$ cat src/rtl/cpu_ctl_pkg.sv
package cpu_ctl_pkg;

   localparam int          INSTR_W         = 10;
   localparam int          ROW_W           = 4;

   localparam logic [9:0]  OP_SELECT_RC    = 10'h29b;
   localparam logic [9:0]  OP_INDEX_DEC    = 10'h017;
   localparam logic [9:0]  OP_WDT_HALT_ARM = 10'h29c;
   localparam logic [9:0]  OP_PD_ARM       = 10'h05b;

   localparam logic [3:0]  ROW_SKIP_VALUE  = 4'hf;
   localparam logic [3:0]  ROW_RST         = 4'h0;
   localparam logic [3:0]  ROW_STEP        = 4'h1;
   localparam logic        OSC_RC_RST      = 1'b0;
   localparam logic        IRQ_ALLOW_RST   = 1'b0;

   typedef struct packed {
      logic [9:0] code;
      logic       exec;
   } instr_t;

   typedef struct packed {
      logic       load;
      logic [3:0] value;
   } row_load_t;

   typedef struct packed {
      logic       osc_rc;
      logic [3:0] row_ptr;
      logic       irq_allow;
      logic       irq_accept;
      logic       wdt_restart;
      logic       wdt_stop;
      logic       pd_req;
      logic       dpd_req;
      logic       skip_next;
      logic       skipped;
   } ctl_out_t;

   typedef struct packed {
      ctl_out_t   out;
      logic       ei_wait;
      logic       wdt_armed;
      logic       pd_armed;
   } ctl_state_t;

endpackage

$ cat src/rtl/cpu_ctl_subset.sv
// Behaviour
// RULE1: rc oscillator select switches main clock source
// RULE2: row pointer decrement, skip next when 15
// RULE3: mask op clears global interrupt allow flag
// RULE4: halt arm makes next restart stop watchdog
// RULE5: unmask op sets global interrupt allow flag
// RULE6: acceptance starts one machine cycle after unmask
// RULE7: power-down valid only right after arm
// RULE8: skipped slot is a no-operation
`timescale 1ns/1ps
module cpu_ctl_subset #(
   parameter logic [9:0] OP_IRQ_MASK   = 10'h004,
   parameter logic [9:0] OP_IRQ_UNMASK = 10'h005,
   parameter logic [9:0] OP_WDT_RST    = 10'h2a0,
   parameter logic [9:0] OP_PD         = 10'h002,
   parameter logic [9:0] OP_DEEP_PD    = 10'h008
) (
   input  wire logic                  ref_clk,
   input  wire logic                  rst,
   input  wire cpu_ctl_pkg::instr_t   instr,
   input  wire cpu_ctl_pkg::row_load_t row_load,
   output cpu_ctl_pkg::ctl_out_t      ctl
);

   // overlapping codes would make one slot fire two decoders at once
   if (OP_IRQ_MASK == OP_IRQ_UNMASK || OP_PD == OP_DEEP_PD ||
       OP_IRQ_MASK == OP_WDT_RST || OP_IRQ_MASK == OP_PD ||
       OP_IRQ_MASK == OP_DEEP_PD || OP_IRQ_UNMASK == OP_WDT_RST ||
       OP_IRQ_UNMASK == OP_PD || OP_IRQ_UNMASK == OP_DEEP_PD ||
       OP_WDT_RST == OP_PD || OP_WDT_RST == OP_DEEP_PD ||
       OP_WDT_RST == cpu_ctl_pkg::OP_WDT_HALT_ARM ||
       OP_PD == cpu_ctl_pkg::OP_PD_ARM ||
       OP_DEEP_PD == cpu_ctl_pkg::OP_PD_ARM) begin : g_bad_codes
      $error("cpu_ctl_subset: opcode parameters overlap");
   end

   cpu_ctl_pkg::ctl_state_t st;
   cpu_ctl_pkg::ctl_state_t next_st;

   logic go;
   logic hit_rc;
   logic hit_dec;
   logic hit_mask;
   logic hit_unmask;
   logic hit_halt;
   logic hit_watchdog_restart_op;
   logic hit_arm;
   logic hit_pd;
   logic hit_dpd;
   logic [3:0] row_dec;

   // a slot flagged for skipping never decodes
   assign go         = instr.exec && !st.out.skip_next; // RULE8
   assign hit_rc     = go && instr.code == cpu_ctl_pkg::OP_SELECT_RC;
   assign hit_dec    = go && instr.code == cpu_ctl_pkg::OP_INDEX_DEC;
   assign hit_mask   = go && instr.code == OP_IRQ_MASK;
   assign hit_unmask = go && instr.code == OP_IRQ_UNMASK;
   assign hit_halt   = go && instr.code == cpu_ctl_pkg::OP_WDT_HALT_ARM;
   assign hit_watchdog_restart_op   = go && instr.code == OP_WDT_RST;
   assign hit_arm    = go && instr.code == cpu_ctl_pkg::OP_PD_ARM;
   assign hit_pd     = go && instr.code == OP_PD;
   assign hit_dpd    = go && instr.code == OP_DEEP_PD;
   assign row_dec    = st.out.row_ptr - cpu_ctl_pkg::ROW_STEP;

   always_comb begin
      next_st                 = st;
      next_st.out.wdt_restart = 1'b0;
      next_st.out.wdt_stop    = 1'b0;
      next_st.out.pd_req      = 1'b0;
      next_st.out.dpd_req     = 1'b0;
      next_st.out.skipped     = 1'b0;
      // an external load loses to a decrement in the same cycle
      if (row_load.load && !hit_dec) begin
         next_st.out.row_ptr = row_load.value;
      end
      if (instr.exec) begin
         // every slot, skipped or not, is one machine cycle
         if (st.ei_wait) begin
            next_st.ei_wait        = 1'b0;
            next_st.out.irq_accept = 1'b1; // RULE6
         end
         // the arm only covers the very next slot
         next_st.pd_armed = 1'b0; // RULE7
         if (st.out.skip_next) begin
            next_st.out.skip_next = 1'b0; // RULE8
            next_st.out.skipped   = 1'b1; // RULE8
         end
      end
      if (hit_rc) begin
         next_st.out.osc_rc = 1'b1; // RULE1
      end
      if (hit_dec) begin
         next_st.out.row_ptr   = row_dec; // RULE2
         next_st.out.skip_next = row_dec == cpu_ctl_pkg::ROW_SKIP_VALUE; // RULE2
      end
      if (hit_mask) begin
         next_st.out.irq_allow  = 1'b0; // RULE3
         next_st.out.irq_accept = 1'b0; // RULE3
         next_st.ei_wait        = 1'b0; // RULE3
      end
      if (hit_unmask) begin
         next_st.out.irq_allow = 1'b1; // RULE5
         next_st.ei_wait       = !st.out.irq_accept; // RULE6
      end
      if (hit_halt) begin
         next_st.wdt_armed = 1'b1; // RULE4
      end
      if (hit_watchdog_restart_op) begin
         next_st.out.wdt_restart = 1'b1;
         next_st.out.wdt_stop    = st.wdt_armed; // RULE4
         next_st.wdt_armed       = 1'b0; // RULE4
      end
      if (hit_arm) begin
         next_st.pd_armed = 1'b1; // RULE7
      end
      // unarmed power-down codes fall through as no-operations
      next_st.out.pd_req  = hit_pd && st.pd_armed; // RULE7
      next_st.out.dpd_req = hit_dpd && st.pd_armed; // RULE7
   end

   always_ff @(posedge ref_clk) begin
      if (rst) begin
         st                <= '0;
         st.out.osc_rc     <= cpu_ctl_pkg::OSC_RC_RST;
         st.out.row_ptr    <= cpu_ctl_pkg::ROW_RST;
         st.out.irq_allow  <= cpu_ctl_pkg::IRQ_ALLOW_RST;
      end else begin
         st <= next_st;
      end
   end

   assign ctl = st.out;
endmodule

$ cat config.mk
export PLATFORM = sky130hd
export DESIGN_NAME = cpu_ctl_subset
export DESIGN_NICKNAME = d
export VERILOG_FILES = /design/src/rtl/cpu_ctl_pkg.sv /design/src/rtl/cpu_ctl_subset.sv
export SDC_FILE = /design/constraint.sdc
export NUM_CORES = 1
export LEC_CHECK = 0
export ABC_CLOCK_PERIOD_IN_PS = 3600
export CAP_MARGIN = 20
export CORE_MARGIN = 2
export CORE_UTILIZATION = 64
export CTS_CLUSTER_DIAMETER = 30
export CTS_CLUSTER_SIZE = 14
export DETAILED_ROUTE_END_ITERATION = 7
export DONT_BUFFER_PORTS = 1
export HOLD_SLACK_MARGIN = 0.05
export PLACE_DENSITY = 0.9
export SLEW_MARGIN = 30
export SYNTH_ARGS = -nofsm -noshare
export SYNTH_HDL_FRONTEND = slang
export SYNTH_SLANG_ARGS = --single-unit
$ cat constraint.sdc
create_clock -name ref_clk -period 3.6 [get_ports ref_clk]
set_input_delay 0.36 -clock ref_clk [delete_from_list [all_inputs] [get_ports ref_clk]]
set_output_delay 0.36 -clock ref_clk [all_outputs]
set_load 0.05 [all_outputs]
==> run_summary.xml <==
<?xml version="1.0" encoding="UTF-8"?>
<metrics>
  <group name="status">
    <metric name="run_status" unit="">complete, no violations</metric>
  </group>
  <group name="die">
    <metric name="floorplan.die_area" unit="µm²">1771</metric>
    <metric name="die_width" unit="µm">42.09</metric>
    <metric name="ios" unit="">31</metric>
    <metric name="initial_core_util" unit="">0.6961</metric>
    <metric name="placementRows" unit="">13</metric>
    <metric name="chipHeight" unit="µm">42.09</metric>
    <metric name="core_area" unit="µm²">1334</metric>
  </group>
  <group name="routing">
    <metric name="wirelength" unit="µm">1593</metric>
    <metric name="detailedRoute.firstIterationViolations" unit="">20</metric>
    <metric name="wl_per_cell" unit="µm">16.26</metric>
    <metric name="drtAntennaViolNets" unit="">0</metric>
    <metric name="avgViaCountPerCell" unit="">6.388</metric>
    <metric name="drc_violation_count_after_routing" unit="">0</metric>
    <metric name="drt_first_pass_iters" unit="">4</metric>
    <metric name="routed-via-count" unit="">626</metric>
  </group>
  <group name="placement">
    <metric name="dpl-instance-area" unit="µm²">834.6</metric>
    <metric name="dp_cells" unit="">94</metric>
    <metric name="post-place-ws" unit="ps">1398</metric>
    <metric name="dp.final_hpwl" unit="µm">1225</metric>
    <metric name="portBuffers" unit="">0</metric>
    <metric name="globalplace.congestion" unit="">0.7762</metric>
  </group>
  <group name="yosys">
    <metric name="seq_area_frac_synth" unit="">0.3450</metric>
    <metric name="synth_area_per_cell" unit="µm²">9.876</metric>
    <metric name="syn-instance-count" unit="">94</metric>
    <metric name="yosysWarningCount" unit="">0</metric>
    <metric name="post_synth_instance_area" unit="µm²">928.4</metric>
    <metric name="synth.distinct_cells" unit="">36</metric>
    <metric name="syn-num-nets" unit="">114</metric>
    <metric name="synth_seq_cells" unit="">16</metric>
  </group>
  <group name="timing">
    <metric name="timing.final.max_slew_violations" unit="">0</metric>
    <metric name="finalSetupViolations" unit="">0</metric>
    <metric name="fin_crit_sh" unit="">0.6151</metric>
    <metric name="timing.setup.tns" unit="ps">0</metric>
    <metric name="worst_clock_skew" unit="ps">5.345</metric>
    <metric name="period_minus_slack" unit="ps">2214</metric>
    <metric name="setup_repair_after_global_routing_missed_its_margin" unit="">no</metric>
    <metric name="slew_headroom" unit="">0.5804</metric>
    <metric name="achievable-frequency" unit="GHz">0.4516</metric>
    <metric name="setup_slack_of_the_critical_path_after_layout" unit="ps">1386</metric>
    <metric name="hold_slack" unit="ps">111.7</metric>
    <metric name="tightest_slew" unit="ps">628.6</metric>
    <metric name="finalHoldViolCount" unit="">0</metric>
  </group>
  <group name="grt">
    <metric name="grt_antenna_before_repair" unit="">0</metric>
    <metric name="grt_max_degree" unit="">16</metric>
    <metric name="grt.overflow.total" unit="">0</metric>
    <metric name="first_global_vias" unit="">619</metric>
    <metric name="grt.total_usage" unit="">0.1986</metric>
    <metric name="grt_first_pass_wirelength" unit="µm">2684</metric>
  </group>
  <group name="worst_setup_path">
    <metric name="worst_reg_to_reg_cells" unit="">4</metric>
    <metric name="worstSetupPathType" unit="">flop to flop</metric>
    <metric name="crit_path_end_kind" unit="">flop</metric>
    <metric name="path_max_fanout" unit="">11</metric>
    <metric name="cp.arrival" unit="ps">2390</metric>
    <metric name="worst_endpoint_required_time" unit="ps">3780</metric>
    <metric name="timing.critical_path.from_type" unit="">flop</metric>
  </group>
  <group name="cells_and_area">
    <metric name="seq_cell_area" unit="µm²">320.3</metric>
    <metric name="final_area" unit="µm²">870.8</metric>
    <metric name="multi_input_comb_area" unit="µm²">484.2</metric>
    <metric name="layout.core_utilization" unit="">0.6529</metric>
    <metric name="final-instance-count-excl-fill" unit="">98</metric>
    <metric name="drive_above_1_share" unit="">0.1687</metric>
    <metric name="insertedDiodeCount" unit="">0</metric>
    <metric name="nFillCells" unit="">107</metric>
    <metric name="area_delta_synth_final" unit="%">-6.199</metric>
    <metric name="nNetsFinal" unit="">104</metric>
  </group>
  <group name="pwr">
    <metric name="leakagePower" unit="nW">0.2925</metric>
    <metric name="report.power.total" unit="mW">0.3411</metric>
    <metric name="vdd.ir_drop.worst" unit="mV">0.2217</metric>
    <metric name="power-per-cell-area" unit="nW/µm²">391.7</metric>
  </group>
  <group name="clock_network">
    <metric name="clk_pin_slew" unit="ps">100</metric>
    <metric name="post_cts.repair.setup_buffers" unit="">0</metric>
    <metric name="postCtsResizedCells" unit="">0</metric>
    <metric name="cts_htree_levels" unit="">1</metric>
    <metric name="worst_skew_pair.late_latency" unit="ps">300</metric>
    <metric name="tritoncts.num_buffers" unit="">3</metric>
    <metric name="tritoncts" unit="">yes</metric>
    <metric name="ctsRootBufferMaster" unit="">sky130_fd_sc_hd__clkbuf_4</metric>
    <metric name="clock-sinks" unit="">16</metric>
    <metric name="holdBufCountCts" unit="">0</metric>
    <metric name="clk_path_buf_depth" unit="">2</metric>
  </group>
  <group name="run">
    <metric name="drv_cap" unit="">0</metric>
  </group>
  <group name="min_path">
    <metric name="min_path_cells" unit="">1</metric>
    <metric name="worstHoldPathType" unit="">input port to flop</metric>
  </group>
</metrics>
## where the power goes
group | leakage (nW) | internal (mW) | switching [mW]
sequential | 0.130 | 0.180 | 0.0125
combinational | 0.142 | 0.0136 | 0.0134
clock | 0.0210 | 0.0617 | 0.0603
total | 0.292 | 0.255 | 0.0862
## critical path: stages, from the launching register on
cell and delay [ps]:
sky130_fd_sc_hd__dfxtp_1 520, sky130_fd_sc_hd__or4_4 660, sky130_fd_sc_hd__nor4_4 600, sky130_fd_sc_hd__or3b_2 220
sky130_fd_sc_hd__a41oi_1 100
## area by class of cell
| cell class | instances | share of cell area |
|---|---|---|
| Inverter | 3 | 0.01293 |
| Tap cell | 15 | 0.02155 |
| Multi-Input combinational cell | 60 | 0.5560 |
| Sequential cell | 16 | 0.3678 |
| Clock buffer | 4 | 0.04167 |
## Yosys cell counts (all sizes together)
cell type	number	area, µm²
ha	2	25.02
buf	14	108.9
dfxtp	16	320.3
clkbuf	1	3.750
nand3b	4	30.03
xor2	1	8.760
or3b	1	8.760
nand4b	2	17.52
nor4	5	76.32
and4b	2	20.02
nor2	7	26.28
inv	3	11.26
nand2b	5	31.28
o21a	1	7.510
a311oi	1	8.760
and2	1	6.260
or4b	2	23.77
or4	1	11.26
xnor2	1	8.760
nor2b	2	12.51
a31oi	1	6.260
nand2	1	3.750
a41oi	1	8.760
a211oi	6	55.05
a22o	1	10.01
a21oi	4	20.02
mux2i	1	10.01
and3b	1	10.01
or2b	1	7.510
nor3	3	15.01
nand4	1	6.260
nor4b	1	8.760
## layout by cell type, fill, tap and decap left out, types with 3 or more instances in the layout
cell and instances:
sky130_fd_sc_hd__nor2_1 7, sky130_fd_sc_hd__a211oi_1 4, sky130_fd_sc_hd__a21oi_1 4, sky130_fd_sc_hd__dfxtp_1 16
sky130_fd_sc_hd__nand3b_1 4, sky130_fd_sc_hd__inv_1 3, sky130_fd_sc_hd__nor4_4 3, sky130_fd_sc_hd__clkbuf_4 3
sky130_fd_sc_hd__nand2b_1 5, sky130_fd_sc_hd__nor3_1 3
## worst paths after layout
kind	startpoint	slack, ps	endpoint
max	ctl[1]	1390	ctl[10]
min	rst	110	ctl[11]
max reg2reg	ctl[1]	1390	ctl[10]
min reg2reg	st[1]	470	ctl[4]
## layer usage
metal / vias to the layer above / wire [µm] / global-route usage
met1: 289 / 703 / 0.2261
met5: - / 0 / 0
li1: 313 / - / -
met3: 2 / 117 / 0.07328
met4: 0 / 27 / 0.09375
met2: 22 / 744 / 0.3281
## sequential cells by signal (all words and copies together), names as in the netlist
register and flops:
st 3, ctl 13
## cells by family (layout without fill, tap and decap cells)
logic type               Yosys count  in the layout  share of synthesized area
multiplexers                       1              1                    0.01078
AND/OR/NAND/NOR                   40             40                     0.3396
buffers and inverters             18              7                     0.1334
adder cells (fa/ha/maj)            2              2                    0.02695
flip-flops                        16             16                     0.3450
AO/OA/AOI/OAI                     15             15                     0.1253
XOR/XNOR                           2              2                    0.01887
Power figures use the tool's default switching activity.
